## src/ssq_map.svh

```systemverilog
// Register offsets, field positions, reset values and timing counts of the step sequencer
`ifndef SSQ_MAP_SVH
`define SSQ_MAP_SVH

`define SSQ_CTRL_OFS 12'h000
`define SSQ_STATUS_OFS 12'h004
`define SSQ_POS_OFS 12'h008
`define SSQ_STEPCNT_OFS 12'h00c

`define SSQ_CTRL_TRIP_BIT 0
`define SSQ_CTRL_CNTEN_BIT 1
`define SSQ_CTRL_RST 2'h2

`define SSQ_ST_OUTEN_BIT 0
`define SSQ_ST_PROT_BIT 1
`define SSQ_ST_MON_BIT 2
`define SSQ_ST_LSLEEP_BIT 3
`define SSQ_ST_DSTBY_BIT 4
`define SSQ_ST_WAKE_BIT 5
`define SSQ_ST_SYNC_BIT 6
`define SSQ_ST_PWR_LSB 8

`define SSQ_POS_POS_LSB 0
`define SSQ_POS_MODE_LSB 8
`define SSQ_POS_ANEG_BIT 12
`define SSQ_POS_ALVL_LSB 16
`define SSQ_POS_BNEG_BIT 20
`define SSQ_POS_BLVL_LSB 24

`define SSQ_POS_RST 6'h00
`define SSQ_STEPCNT_RST 16'h0000
`define SSQ_LVL_MODE8 4'h8
`define SSQ_LVL_MODEF 4'hf

`define SSQ_CLK_MHZ 100
`define SSQ_STEP_MIN_US 2
`define SSQ_STEP_MIN_CYC (`SSQ_STEP_MIN_US * `SSQ_CLK_MHZ)
`define SSQ_RST_MIN_US 2
`define SSQ_RST_MIN_CYC (`SSQ_RST_MIN_US * `SSQ_CLK_MHZ)
`define SSQ_RST_TO_STEP_US 5
`define SSQ_RST_TO_STEP_CYC (`SSQ_RST_TO_STEP_US * `SSQ_CLK_MHZ + 1)
`define SSQ_WAKE_US 100
`define SSQ_WAKE_CYC (`SSQ_WAKE_US * `SSQ_CLK_MHZ)

`endif

```

## src/ssq_pkg.sv

```systemverilog
// Types of the step sequencer
`default_nettype none
package ssq_pkg;

  typedef enum logic [1:0] {
    ssq_active = 2'h0,
    ssq_lsleep = 2'h1,
    ssq_dstby = 2'h3,
    ssq_prot = 2'h2
  } ssq_pwr_t;

  typedef enum logic [2:0] {
    ssq_full8 = 3'h0,
    ssq_fullf = 3'h1,
    ssq_half = 3'h2,
    ssq_halff = 3'h3,
    ssq_quarter = 3'h4,
    ssq_eighth = 3'h5,
    ssq_sixteenth = 3'h6,
    ssq_hold = 3'h7
  } ssq_res_t;

endpackage : ssq_pkg
`default_nettype wire

```

## src/ssq_sync.sv

```systemverilog
// Two-flop synchroniser for a group of pin levels
`default_nettype none
module ssq_sync #(
  parameter int W = 1
) (
  input wire logic pclk,
  input wire logic presetn,
  input wire logic [W-1:0] d,
  output logic [W-1:0] q
);

  logic [W-1:0] meta_r;

  always_ff @(posedge pclk or negedge presetn) begin
    if (!presetn) begin
      meta_r <= '0;
      q <= '0;
    end else begin
      meta_r <= d;
      q <= meta_r;
    end
  end

endmodule : ssq_sync
`default_nettype wire

```

## src/ssq_stepper_seq.sv

```systemverilog
// Step sequencer with sleep, standby, protection latch and APB registers
//
// Contract
// [RULE1] Reset pin asynchronously clears sequencer state
// [RULE2] After reset, outputs on at initial position
// [RULE3] Reset pin never disables outputs
// [RULE4] Direction low forward, high reverse
// [RULE5] Sleep input high disables outputs, logic runs
// [RULE6] Steps still advance during light sleep
// [RULE7] Deep standby disables outputs, ignores steps
// [RULE8] Full/half mode pin decode, sel2 standby
// [RULE9] Microstep decode quarter eighth sixteenth, HHH standby
// [RULE10] Sync chopping only at 2-phase positions
// [RULE11] 2-phase means both levels Mode 8/F
// [RULE12] Monitor high only at 2-phase timing
// [RULE13] Protection trip latches outputs off, flag high
// [RULE14] Rising edge, or both edges on dual
// [RULE15] Host holds step phases at least 2 us
// [RULE16] Host waits 100 us after wake
// [RULE17] Host holds reset at least 2 us
// [RULE18] Host waits over 5 us reset-to-step
// [RULE19] Direction and mode apply at step edge
// [RULE20] Each step moves one resolution unit; code masks an off-grid result to the new grid, so that step differs
`include "ssq_map.svh"
`default_nettype none
module ssq_stepper_seq #(
  parameter bit MICROSTEP = 1'b1,
  parameter bit DUAL_EDGE = 1'b0,
  parameter int unsigned WAKE_CYC = `SSQ_WAKE_CYC
) (
  input wire logic pclk,
  input wire logic presetn,
  input wire logic psel,
  input wire logic penable,
  input wire logic pwrite,
  input wire logic [11:0] paddr,
  input wire logic [31:0] pwdata,
  output logic [31:0] prdata,
  output logic pready,
  output logic pslverr,
  input wire logic step_pulse,
  input wire logic direction_select,
  input wire logic step_mode_sel0,
  input wire logic step_mode_sel1,
  input wire logic step_mode_sel2,
  input wire logic reference_sleep_input,
  input wire logic sync_select,
  input wire logic motor_reset,
  input wire logic fault_trip,
  output logic outputs_enable,
  output logic phase_a_negative,
  output logic [3:0] phase_a_level,
  output logic phase_b_negative,
  output logic [3:0] phase_b_level,
  output logic full_step_monitor,
  output logic protection_flag,
  output logic sync_chop_active
);

  ////////////////////////////////////////////////////////////////////////////
  // Pin synchronisers

  logic [7:0] pins_raw;
  logic [7:0] pins_s;
  logic step_s;
  logic dir_s;
  logic [2:0] code_s;
  logic sleep_s;
  logic sync_s;
  logic fault_s;

  assign pins_raw = {fault_trip, sync_select, reference_sleep_input, step_mode_sel2,
                     step_mode_sel1, step_mode_sel0, direction_select, step_pulse};

  ssq_sync #(.W(8)) u_pin_sync (
    .pclk(pclk),
    .presetn(presetn),
    .d(pins_raw),
    .q(pins_s)
  );

  assign step_s = pins_s[0];
  assign dir_s = pins_s[1];
  assign code_s = pins_s[4:2];
  assign sleep_s = pins_s[5];
  assign sync_s = pins_s[6];
  assign fault_s = pins_s[7];

  ////////////////////////////////////////////////////////////////////////////
  // Sequencer reset: asserted at once, released through two flops

  wire seq_rst_raw_n = presetn & ~motor_reset;
  logic seq_meta_r;
  logic seq_rst_n;

  always_ff @(posedge pclk or negedge seq_rst_raw_n) begin
    if (!seq_rst_raw_n) begin // see [RULE1]
      seq_meta_r <= 1'b0;
      seq_rst_n <= 1'b0;
    end else begin
      seq_meta_r <= 1'b1;
      seq_rst_n <= seq_meta_r;
    end
  end

  ////////////////////////////////////////////////////////////////////////////
  // Mode decode and step edge

  ssq_pkg::ssq_res_t res_pin;
  ssq_pkg::ssq_res_t mode_r;
  logic step_d_r;
  wire step_rise = step_s & ~step_d_r;
  wire step_fall = ~step_s & step_d_r;
  wire step_edge = step_rise | (DUAL_EDGE & step_fall); // see [RULE14]

  // Full/half parts treat every sel2-high code as standby
  assign res_pin = (!MICROSTEP && code_s[2]) ? ssq_pkg::ssq_hold : // see [RULE8]
                   ssq_pkg::ssq_res_t'(code_s); // see [RULE9]

  wire deep_live = (res_pin == ssq_pkg::ssq_hold); // see [RULE7]
  wire step_take = step_edge & ~deep_live; // see [RULE6] [RULE7]

  logic [5:0] step_size;

  always_comb begin
    case (res_pin)
      ssq_pkg::ssq_full8, ssq_pkg::ssq_fullf: step_size = 6'h10;
      ssq_pkg::ssq_half, ssq_pkg::ssq_halff: step_size = 6'h08;
      ssq_pkg::ssq_quarter: step_size = 6'h04;
      ssq_pkg::ssq_eighth: step_size = 6'h02;
      ssq_pkg::ssq_sixteenth: step_size = 6'h01;
      default: step_size = 6'h00;
    endcase
  end

  ////////////////////////////////////////////////////////////////////////////
  // Position: 64 sixteenth-step slots, slot 0 is the initial excitation

  logic [5:0] pos_r;
  logic [5:0] pos_nxt;
  wire [5:0] pos_moved = dir_s ? 6'(pos_r + step_size) : 6'(pos_r - step_size); // see [RULE4]
  // Snap to the new resolution grid when the mode changes off-grid
  wire [5:0] pos_mask = ~6'(step_size - 6'h01);

  assign pos_nxt = step_take ? (pos_moved & pos_mask) : pos_r; // see [RULE20]

  always_ff @(posedge pclk or negedge seq_rst_n) begin
    if (!seq_rst_n) begin
      pos_r <= `SSQ_POS_RST; // see [RULE1] [RULE2]
      mode_r <= ssq_pkg::ssq_full8;
      step_d_r <= 1'b0;
    end else begin
      pos_r <= pos_nxt;
      step_d_r <= step_s;
      if (step_take) begin
        mode_r <= res_pin; // see [RULE19]
      end
    end
  end

  ////////////////////////////////////////////////////////////////////////////
  // Phase polarity and current-ratio levels

  wire [5:0] q_a = 6'(pos_r + 6'h08);
  wire [5:0] q_b = 6'(pos_r + 6'h18);
  wire [4:0] r_a = q_a[4:0];
  wire [4:0] r_b = q_b[4:0];
  wire [4:0] d_a = (r_a <= 5'h10) ? r_a : 5'(6'h20 - {1'b0, r_a});
  wire [4:0] d_b = (r_b <= 5'h10) ? r_b : 5'(6'h20 - {1'b0, r_b});
  wire [3:0] lvl_a_raw = (d_a <= 5'h01) ? `SSQ_LVL_MODEF : 4'(5'h10 - d_a);
  wire [3:0] lvl_b_raw = (d_b <= 5'h01) ? `SSQ_LVL_MODEF : 4'(5'h10 - d_b);
  wire a_neg = (q_a > 6'h10) && (q_a < 6'h30);
  wire b_neg = (q_a > 6'h20);
  wire force_f = (mode_r == ssq_pkg::ssq_fullf) || (mode_r == ssq_pkg::ssq_halff);
  wire [3:0] lvl_a = (force_f && lvl_a_raw != 4'h0) ? `SSQ_LVL_MODEF : lvl_a_raw;
  wire [3:0] lvl_b = (force_f && lvl_b_raw != 4'h0) ? `SSQ_LVL_MODEF : lvl_b_raw;

  wire lvl_a_2ph = (lvl_a == `SSQ_LVL_MODE8) || (lvl_a == `SSQ_LVL_MODEF);
  wire lvl_b_2ph = (lvl_b == `SSQ_LVL_MODE8) || (lvl_b == `SSQ_LVL_MODEF);
  wire two_phase = lvl_a_2ph & lvl_b_2ph; // see [RULE11]

  ////////////////////////////////////////////////////////////////////////////
  // APB decode

  logic [1:0] ctrl_r;
  logic [15:0] stepcnt_r;
  logic [31:0] rd_mux;
  logic prot_r;
  logic wake_ready_r;
  ssq_pkg::ssq_pwr_t pwr_r;
  ssq_pkg::ssq_pwr_t pwr_nxt;

  wire hit_ctrl = (paddr == `SSQ_CTRL_OFS);
  wire hit_status = (paddr == `SSQ_STATUS_OFS);
  wire hit_pos = (paddr == `SSQ_POS_OFS);
  wire hit_cnt = (paddr == `SSQ_STEPCNT_OFS);
  wire hit_any = hit_ctrl | hit_status | hit_pos | hit_cnt;
  wire setup_ph = psel & ~penable;
  wire access_ph = psel & penable;
  wire wr_ctrl = access_ph & pwrite & hit_ctrl;
  wire wr_cnt = access_ph & pwrite & hit_cnt;
  wire trip_wr = wr_ctrl & pwdata[`SSQ_CTRL_TRIP_BIT];

  assign pready = 1'b1;
  assign pslverr = access_ph & ~hit_any;

  wire [31:0] status_word = (32'(outputs_enable) << `SSQ_ST_OUTEN_BIT)
                          | (32'(prot_r) << `SSQ_ST_PROT_BIT)
                          | (32'(full_step_monitor) << `SSQ_ST_MON_BIT)
                          | (32'(sleep_s) << `SSQ_ST_LSLEEP_BIT)
                          | (32'(deep_live) << `SSQ_ST_DSTBY_BIT)
                          | (32'(wake_ready_r) << `SSQ_ST_WAKE_BIT)
                          | (32'(sync_chop_active) << `SSQ_ST_SYNC_BIT)
                          | (32'(pwr_r) << `SSQ_ST_PWR_LSB);

  wire [31:0] pos_word = (32'(pos_r) << `SSQ_POS_POS_LSB)
                       | (32'(mode_r) << `SSQ_POS_MODE_LSB)
                       | (32'(a_neg) << `SSQ_POS_ANEG_BIT)
                       | (32'(lvl_a) << `SSQ_POS_ALVL_LSB)
                       | (32'(b_neg) << `SSQ_POS_BNEG_BIT)
                       | (32'(lvl_b) << `SSQ_POS_BLVL_LSB);

  assign rd_mux = hit_ctrl ? {30'h0, ctrl_r[1], 1'b0} :
                  hit_status ? status_word :
                  hit_pos ? pos_word :
                  hit_cnt ? {16'h0, stepcnt_r} : 32'h0;

  always_ff @(posedge pclk or negedge presetn) begin
    if (!presetn) begin
      prdata <= 32'h0;
      ctrl_r <= `SSQ_CTRL_RST;
    end else begin
      if (setup_ph) begin
        prdata <= pwrite ? 32'h0 : rd_mux;
      end
      if (wr_ctrl) begin
        ctrl_r <= {pwdata[`SSQ_CTRL_CNTEN_BIT], 1'b0};
      end
    end
  end

  // Step count: a counted step (count enable set) in the clearing cycle wins and the clear is lost
  wire cnt_inc = step_take & ctrl_r[1];
  wire [15:0] stepcnt_nxt = cnt_inc ? 16'(stepcnt_r + 16'h0001) :
                            wr_cnt ? `SSQ_STEPCNT_RST : stepcnt_r;

  always_ff @(posedge pclk or negedge presetn) begin
    if (!presetn) begin
      stepcnt_r <= `SSQ_STEPCNT_RST;
    end else begin
      stepcnt_r <= stepcnt_nxt;
    end
  end

  ////////////////////////////////////////////////////////////////////////////
  // Power state and protection latch

  // Cleared only by power-on reset, never by the motor reset pin
  always_ff @(posedge pclk or negedge presetn) begin
    if (!presetn) begin
      prot_r <= 1'b0;
    end else if (fault_s | trip_wr) begin
      prot_r <= 1'b1; // see [RULE13]
    end
  end

  always_comb begin
    case (pwr_r)
      ssq_pkg::ssq_prot: pwr_nxt = ssq_pkg::ssq_prot;
      default: begin
        if (prot_r) begin
          pwr_nxt = ssq_pkg::ssq_prot; // see [RULE13]
        end else if (deep_live) begin
          pwr_nxt = ssq_pkg::ssq_dstby; // see [RULE7]
        end else if (sleep_s) begin
          pwr_nxt = ssq_pkg::ssq_lsleep; // see [RULE5]
        end else begin
          pwr_nxt = ssq_pkg::ssq_active; // see [RULE2] [RULE3]
        end
      end
    endcase
  end

  // Wake timer: reports when the first step after wake is safe
  logic [15:0] wake_cnt_r;
  wire awake = (pwr_r == ssq_pkg::ssq_active);
  wire wake_done = (wake_cnt_r >= 16'(WAKE_CYC));

  always_ff @(posedge pclk or negedge presetn) begin
    if (!presetn) begin
      pwr_r <= ssq_pkg::ssq_active;
      wake_cnt_r <= 16'h0000;
      wake_ready_r <= 1'b0;
    end else begin
      pwr_r <= pwr_nxt;
      if (!awake) begin
        wake_cnt_r <= 16'h0000;
      end else if (!wake_done) begin
        wake_cnt_r <= 16'(wake_cnt_r + 16'h0001);
      end
      wake_ready_r <= awake & wake_done;
    end
  end

  ////////////////////////////////////////////////////////////////////////////
  // Registered outputs

  wire out_on = (pwr_nxt == ssq_pkg::ssq_active); // see [RULE3] [RULE5] [RULE7]

  always_ff @(posedge pclk or negedge presetn) begin
    if (!presetn) begin
      outputs_enable <= 1'b0;
      phase_a_negative <= 1'b0;
      phase_a_level <= `SSQ_LVL_MODE8;
      phase_b_negative <= 1'b0;
      phase_b_level <= `SSQ_LVL_MODE8;
      full_step_monitor <= MICROSTEP; // see [RULE12]
      protection_flag <= 1'b0;
      sync_chop_active <= 1'b0;
    end else begin
      outputs_enable <= out_on;
      phase_a_negative <= a_neg;
      phase_a_level <= lvl_a;
      phase_b_negative <= b_neg;
      phase_b_level <= lvl_b;
      full_step_monitor <= MICROSTEP & two_phase; // see [RULE12]
      protection_flag <= prot_r; // see [RULE13]
      sync_chop_active <= sync_s & two_phase & out_on; // see [RULE10]
    end
  end

endmodule : ssq_stepper_seq
`default_nettype wire

```

## config.mk

```make
export PLATFORM = sky130hd
export DESIGN_NAME = ssq_stepper_seq
export DESIGN_NICKNAME = d
export VERILOG_FILES = /design/src/ssq_pkg.sv /design/src/ssq_sync.sv /design/src/ssq_stepper_seq.sv
export VERILOG_INCLUDE_DIRS = /design/src /design/src/src
export SDC_FILE = /design/constraint.sdc
export NUM_CORES = 1
export LEC_CHECK = 0
export ABC_AREA = 0
export BUFFER_PORTS_ARGS = -buffer_cell sky130_fd_sc_hd__buf_2
export CORE_MARGIN = 2
export CORE_UTILIZATION = 50
export DETAILED_ROUTE_END_ITERATION = 8
export PLACE_DENSITY = 0.74
export SYNTH_ARGS = -nofsm -noshare
export SYNTH_HDL_FRONTEND = slang
export SYNTH_HIERARCHICAL = 1
export SYNTH_SLANG_ARGS = --single-unit
```

## constraint.sdc

```tcl
create_clock -name pclk -period 0.87 [get_ports pclk]
set_input_delay 0.0435 -clock pclk [delete_from_list [all_inputs] [get_ports pclk]]
set_output_delay 0.0435 -clock pclk [all_outputs]
set_load 0.02 [all_outputs]
```

After elaboration in Yosys (flattened, before gate mapping)
Index checks and enable logic that the tools add are counted.

cells by class
  $add $sub $neg = 11
  $mul = 0
  divide/modulo/power cells = 0
  magnitude comparators = 8
  equal/unequal tests = 18
  shift-type cells = 0
  multiplexer cells = 21
  bitwise gates (word level) = 38
  reductions and logical operators = 15

operator list
  operator                                                                               number
  28-bit two-way mux                                                                     4
  16-bit two-way mux                                                                     5
  16-bit by 1-bit adder with 16-bit output, second input constant                        2
  21-bit by 28-bit OR with 28-bit output                                                 1
  5-bit one-hot mux with 5 select lines                                                  1
  12-bit by 4-bit == test with 1-bit output, second input constant                       2
  20-bit by 21-bit OR with 21-bit output                                                 1
  13-bit by 20-bit OR with 20-bit output                                                 1
  4-bit == test, second input constant                                                   4
  16-bit by 14-bit greater-or-equal comparator with 1-bit output, second input constant  1
  4-bit two-way mux                                                                      4
  1-bit bitwise AND                                                                      15
  11-bit by 13-bit OR with 13-bit output                                                 1
  12-bit by 3-bit == test with 1-bit output, second input constant                       1
  3-bit == test, second input constant                                                   4
  12-bit logical NOT                                                                     1
  6-bit by 11-bit OR with 11-bit output                                                  1
  5-bit by 1-bit less-or-equal comparator with 1-bit output, second input constant       2
  5-bit less-or-equal comparator, second input constant                                  2
  5-bit two-way mux                                                                      2
  7-bit by 10-bit OR with 10-bit output                                                  1
  1-bit by 5-bit subtractor with 5-bit output, first input constant                      2
  3-bit by 2-bit == test with 1-bit output, second input constant                        3
  4-bit nonzero test                                                                     2
  other kinds (31)                                                                       48

storage, ports and cells
  register bits = 111
  latch bits = 0
  bits in writable memories = 0
  bits in read-only memories = 0
  output and inout port bits = 48
  logic and storage cells = 133
  memories = 0

Depth between registers and ports, before layout
  word-level depth = 15
  depth in mapped cells = 13
  gate-level depth less buffers = 11

Hierarchy
Netlist, hierarchy kept.

modules (own cells, without submodules)
  module           times used  cells an instance  area an instance (µm²)  sequential area each (µm²)
  ssq_stepper_seq  1           499                4779.6                  2207.1
  ssq_sync         1           16                 400.4                   400.4

Worst setup path after synthesis
Ideal clock, no wire load.

  path type = register -> register
  start = reg pos_r[1]
  end = reg full_step_monitor
  setup time = 0.122 ns
  arrival = 2.860 ns
  slack = -2.112 ns
  stages on the path, launching flop included = 14
  buffers on the path = 2
  cell sequence = dfrtp_1 -> clkbuf_1 -> inv_1 -> ha_1 -> clkbuf_1 -> and4b_1 -> a211oi_1 -> ha_1 -> and3b_1 -> and3_1 -> nor3_1 -> a221o_1 -> inv_1 -> a2111oi_0

between the ends
  cells in the longest elaborated chain, start to end = 11
  elaborated cells on any way between the ends = 27
  classes of those cells = add/sub (6); order compare (4); eq/ne (4); mux (6); bitwise (1); reduce/logical (6)

RTL lines
  element                                                                                                                   RTL line                RTL
  start: declaration                                                                                                        ssq_stepper_seq.sv:139  logic [5:0] pos_r;
  start signal: assignment                                                                                                  ssq_stepper_seq.sv:149  pos_r <= `SSQ_POS_RST;
  start signal: assignment                                                                                                  ssq_stepper_seq.sv:153  pos_r <= pos_nxt;
  5-bit adder *                                                                                                             ssq_stepper_seq.sv:165  wire [5:0] q_b = 6'(pos_r + 6'h18);
  1-bit by 5-bit subtractor with 5-bit output or 5-bit less-or-equal comparator (tied branches)                             ssq_stepper_seq.sv:169  wire [4:0] d_b = (r_b <= 5'h10) ? r_b : 5'(6'h20 - {1'b0, r_b});
  5-bit two-way mux *                                                                                                       ssq_stepper_seq.sv:169
  1-bit by 4-bit subtractor with 4-bit output or 5-bit by 1-bit less-or-equal comparator with 1-bit output (tied branches)  ssq_stepper_seq.sv:171  wire [3:0] lvl_b_raw = (d_b <= 5'h01) ? `SSQ_LVL_MODEF : 4'(5'h10 - d_b);
  4-bit two-way mux *                                                                                                       ssq_stepper_seq.sv:171
  4-bit nonzero test                                                                                                        ssq_stepper_seq.sv:176  wire [3:0] lvl_b = (force_f && lvl_b_raw != 4'h0) ? `SSQ_LVL_MODEF : lvl_b_raw;
  1-bit logical AND                                                                                                         ssq_stepper_seq.sv:176
  4-bit two-way mux *                                                                                                       ssq_stepper_seq.sv:176
  named net lvl_b[3]                                                                                                        ssq_stepper_seq.sv:176
  4-bit == test (no line)                                                                                                   n/a
  1-bit logical OR *                                                                                                        ssq_stepper_seq.sv:179  wire lvl_b_2ph = (lvl_b == `SSQ_LVL_MODE8) || (lvl_b == `SSQ_LVL_MODEF);
  1-bit bitwise AND *                                                                                                       ssq_stepper_seq.sv:180  wire two_phase = lvl_a_2ph & lvl_b_2ph;
  named net two_phase                                                                                                       ssq_stepper_seq.sv:180
  end signal: assignment                                                                                                    ssq_stepper_seq.sv:326  full_step_monitor <= MICROSTEP & two_phase;
  end: declaration                                                                                                          ssq_stepper_seq.sv:55   output logic full_step_monitor,

The timed path passes the listed nets; every way through them passes the cells marked *.
A chain may end at the register's enable or synchronous reset.

Final worst setup path
  start = reg pos_r[1]
  end = reg prdata[26]

between the ends
  cells in the longest elaborated chain, start to end = 13
  elaborated cells on any way between the ends = 15
  classes of those cells = add/sub (3); order compare (2); mux (7); bitwise (1); reduce/logical (2)

RTL lines
  element                                                                                                                   RTL line                RTL
  5-bit adder *                                                                                                             ssq_stepper_seq.sv:165
  1-bit by 5-bit subtractor with 5-bit output or 5-bit less-or-equal comparator (tied branches)                             ssq_stepper_seq.sv:169
  5-bit two-way mux *                                                                                                       ssq_stepper_seq.sv:169
  1-bit by 4-bit subtractor with 4-bit output or 5-bit by 1-bit less-or-equal comparator with 1-bit output (tied branches)  ssq_stepper_seq.sv:171
  4-bit two-way mux *                                                                                                       ssq_stepper_seq.sv:171
  4-bit nonzero test                                                                                                        ssq_stepper_seq.sv:176
  1-bit logical AND                                                                                                         ssq_stepper_seq.sv:176
  4-bit two-way mux *                                                                                                       ssq_stepper_seq.sv:176
  named net lvl_b[2]                                                                                                        ssq_stepper_seq.sv:176
  21-bit by 28-bit OR with 28-bit output *                                                                                  ssq_stepper_seq.sv:216  wire [31:0] pos_word = (32'(pos_r) << `SSQ_POS_POS_LSB)
  28-bit two-way mux *                                                                                                      ssq_stepper_seq.sv:225  hit_pos ? pos_word :
  28-bit two-way mux *                                                                                                      ssq_stepper_seq.sv:224  hit_status ? status_word :
  28-bit two-way mux *                                                                                                      ssq_stepper_seq.sv:223  assign rd_mux = hit_ctrl ? {30'h0, ctrl_r[1], 1'b0} :
  28-bit two-way mux *                                                                                                      ssq_stepper_seq.sv:234  prdata <= pwrite ? 32'h0 : rd_mux;
  end signal: assignment                                                                                                    ssq_stepper_seq.sv:234
  end: declaration                                                                                                          ssq_stepper_seq.sv:38   output logic [31:0] prdata,

Marks and branches as above.

==> impl_summary.md <==
Yosys
The netlist area before placement is 5180 µm². The number of distinct standard cells referenced by the synthesized netlist is between 50 and 60. The sequential element share of the synthesized area is 50.34%. By area the synthesized netlist is led by dfrtp_1 (48%), o21ai_0 (3.8%), ha_1 (3.4%). In this run, synthesis inferred 0 flip-flops with an integrated enable.

Each instance of the synthesized netlist takes up on average 10.06 µm². The synthesized design spends more area on one cell type than any other, namely dfrtp_1. The share of synthesized flip-flops with an asynchronous set or reset is between 90% and 100%.

Among all flip-flop cells after synthesis, the most frequent one is dfrtp_1. The number of warnings issued by yosys is 6. The share of Yosys cell area claimed by the top area cell type is 48.31%. The number of instances in the synthesized netlist is 515. The flop and latch count out of synthesis is 104.

Pwr
The peak ir drop on the vdd network is 0.001398 V. The total power is 16.17 mW. Per report_power, the clock group accounts for 18.5% of the total. The leakage power is 3.953 nW. The internal portion of the total power is 9.936 mW. The switching fraction of total power is 38.56%. The share of total power in combinational logic is 46.6%. Dividing total power by cell area gives a power density of 1872 nW/µm².

In this run the power spent charging and discharging nets is slightly above 6 mW. The sequential power share is around a third.

Setup path
The largest single stage delay on the critical path is 0.55 ns. Traced cell by cell, the critical path runs through clkinv_4, ha_4, nor2b_4, a211oi_2, ha_1, buf_6, inv_2, a2111oi_4, nor2_4, a21oi_4, o211ai_1, a22o_1. The kind of cell with the highest combined delay on the critical path is compound AO/OA/AOI/OAI gates. In this run the register-to-register setup slack is -1.96 ns.

At the worst endpoint, the required time is 1.17 ns. Together, buffers and inverters on the worst path number 3. In this run the critical register-to-register path is launched from pos_r[1]. The path depth of the worst reg2reg path is 12. Among all stages on the critical path, the largest delay is contributed by a2111oi_4. Along the worst path, the maximum fanout reaches 3. STA classifies the critical path startpoint as a flip-flop. The arrival time of data at the critical path endpoint is 3.13 ns. The critical path is of the flip-flop to flip-flop type. The endpoint identified for the worst register-to-register timing path is prdata[26]. The worst setup path is captured at a flip-flop.

Place
The worst slack at placement is -1.696 ns. Summing all placed instances gives a cell area of 6795 µm². At the end of routability-driven placement, the weighted congestion stood at 0.8638. Detailed placement finished with a half-perimeter wire length of 9787 µm. The number of placed instances, taps included, is slightly above 800. Buffers placed on the I/O ports in this run total 67.

Timing
Setup repair after global routing could not meet its margin everywhere. Headroom to the max-slew limit came out at 54.18%. The final-report hold violation count is 0. The worst path in the final design needs a cycle of between 2 and 3 ns, including I/O delays and setup. Setup total negative slack on the finished layout was measured at -85.15 ns.

Setup violations remaining at the end of the flow were counted as 124. The final-report max-slew violation count came to 0. Timing would allow up to roughly 350 MHz. The transition time of the tightest slew-check pin is 0.6873 ns. The worst-case hold slack is around 0.14 ns.

The worst-case clock skew is 0.02076 ns. Across all setup checks in the final design, the least slack found is -1.962 ns. Dividing the final minimum period by the clock period gives 325.5%.

Routing
The routed wire length is 20390 µm. In the final routed layout, each cell accounts on average for ~22 µm. For this block, the initial DRC count from the detailed router was approximately 560. After detailed routing, the number of vias per cell comes to slightly above 6.

Once detail routing completed, the nets flagged for antenna violations numbered 0. The number of DRC violations after detailed routing is 0. The count of vias placed by the detailed router is 5589. The first-pass detailed-route iteration total is 5.

Floorplan
The die extent in y is 105.8 µm. The area of the core region is around 10000 µm². The site row count is 37. The area enclosed by the die boundary is 11190 µm². The die span in x is ~110 µm. For this configuration, the core starts out at a cell density of 50.86%. roughly 110 I/O pins were placed.

Outcome
The checks that failed: negative setup slack. The flow ran to the end, but the final reports show violations.

Global route
The global-route wire length before repair is 26900 µm. The global routing stage identified its most utilized layer as met2. Global routing consumed, on the met3 layer, 4.700% of the routing resources. The via count of the first global-routing pass is 5380. The overall routing resource usage is 30.87%. The met1 routing resource usage after global routing is 35.45%.

The met2 layer usage reported by global route is 57.19%. Entering global routing, the biggest net connects 34 pins. The initial antenna violation count is 0. Summed over all layers, the global routing overflow is 0.

CTS
The insertion delay of the later-clocked pin in the worst-skew pair is ~0.40 ns. TritonCTS built the clock tree. The number of buffers created by CTS is 9. Counting every sink on the clock net gives around 100. The clock slew at the register clock pins of the worst setup and hold paths is ~0.12 ns.

CTS placed an instance of clkbuf_8 at the clock tree root. The H-tree was split into 3 levels. In this run the deepest clock path goes through 2 buffers.

Hold path
In this run the worst hold path is classified as input pin to async pin.

Layout
The number of antenna diodes in the final layout is 0. Relative to the synthesized area, the layout overhead comes to 66.79%. The sequential cells in the finished layout cover a total of 2610 µm². The share of layout cells above drive strength 1 is between 50% and 60%. The final instance area is 8640 µm². The area occupied by multi-input gates is 3208 µm². The final non-filler cell total is 917. Cells fill 84.83% of the core in the end.

The layout net count is roughly 850. Counting the fill cells in the layout gives 449.

Run
The number of max-cap violations is 0.
[worst reg2reg max path, delay by kind of cell, from the launching register on]
family / cells / cell delay (ns)
compound gates: 5 / 1.20
fa+ha+maj: 2 / 0.60
flops: 1 / 0.43
simple gates: 2 / 0.27
buf+inv: 3 / 0.25
[layout make-up]
type	count	share of cell area (%)
clock buffers	9	1.434
well taps	136	1.970
inverters	21	0.9993
clock inverters	7	0.6372
flip-flops and latches	104	30.21
multi-input cells	365	37.13
repair buffers	275	27.62
[worst max path at each step]
stage               startpoint                end  slack (ns)  depth (start not counted)
2_1_floorplan         pos_r[1]  full_step_monitor       -1.73                         13
3_3_place_gp   u_pin_sync/q[2]           pos_r[5]       -1.62                         11
3_5_place_dp   u_pin_sync/q[3]           pos_r[5]       -1.70                         11
4_1_cts        u_pin_sync/q[3]           pos_r[5]       -1.62                         11
5_1_grt               pos_r[1]         prdata[25]       -2.04                         12
6_report              pos_r[1]         prdata[26]       -1.96                         12
[cell usage after synthesis, drive strengths merged (12+ instances only)]
| master | count |
|---|---|
| clkbuf | 24 |
| a22o | 12 |
| nand3 | 19 |
| and3 | 13 |
| nand2 | 46 |
| ha | 14 |
| inv | 21 |
| nor2 | 38 |
| o21ai | 39 |
| a21oi | 21 |
| dfrtp | 100 |
| xor2 | 12 |
[state kept, by name (all words and copies together), names as in the netlist, 2 cells and up]
register	cells
wake_cnt_r	16
u_pin_sync/q	8
pos_r	6
mode_r	3
u_pin_sync/meta_r	8
pwr_r	2
phase_a_level	4
prdata	25
phase_b_level	4
stepcnt_r	16
[cells by family after synthesis]
| logic type | count (synthesis) | synth area share, % |
|---|---|---|
| buf+inv | 54 | 4.493 |
| mux | 12 | 2.778 |
| flops | 104 | 50.34 |
| compound gates | 133 | 17.78 |
| simple gates | 175 | 17.32 |
| fa+ha+maj | 15 | 3.768 |
| xor+xnor | 20 | 3.382 |
| other cells | 2 | 0.1450 |
[layout by cell type, fill, tap and decap left out, types with 6 or more instances in the layout]
cell	n
buf_2	22
a21oi_1	9
buf_4	152
xor2_1	11
a22o_1	12
dfrtp_1	98
o21ai_2	6
o21ai_1	27
nor2_4	6
inv_1	11
nand3_1	8
conb_1	9
dlygate4sd3_1	12
inv_2	8
clkbuf_8	9
a22oi_2	7
nand3_2	8
nor3_4	6
buf_6	87
and3_4	8
a21oi_2	11
ha_1	6
nor2_1	28
nand2_1	41
o211ai_1	8
mux2_4	9
ha_4	7
o31ai_1	8
[routing by layer]
metal / vias up / wire length (µm) / share of wire, %
met5: - / 0 / 0
met4: 0 / 1526 / 7.5
met3: 154 / 1649 / 8.1
met2: 399 / 10220 / 50
met1: 2679 / 6996 / 34
li1: 2357 / - / -
[power groups by stage]
stage          Clock, mW  Combinational, mW  Sequential [mW]
6_report            3.00               7.54             5.63
5_1_grt             3.22               7.77             5.65
4_1_cts             2.81               6.14             5.54
3_5_place_dp           0               4.58             5.53
3_3_place_gp           0               4.42             5.51
2_1_floorplan          0               2.50             5.87
[repair_timing]
item	4_1_cts	5_1_grt
hold buffers	12	0
endpoints found under the hold margin	103	0
pin swaps	73	52
gates cloned	1	0
gates resized for setup	204	57
setup buffers	51	28
endpoints found under the setup margin	124	124
(Power assumes the default switching activity.)
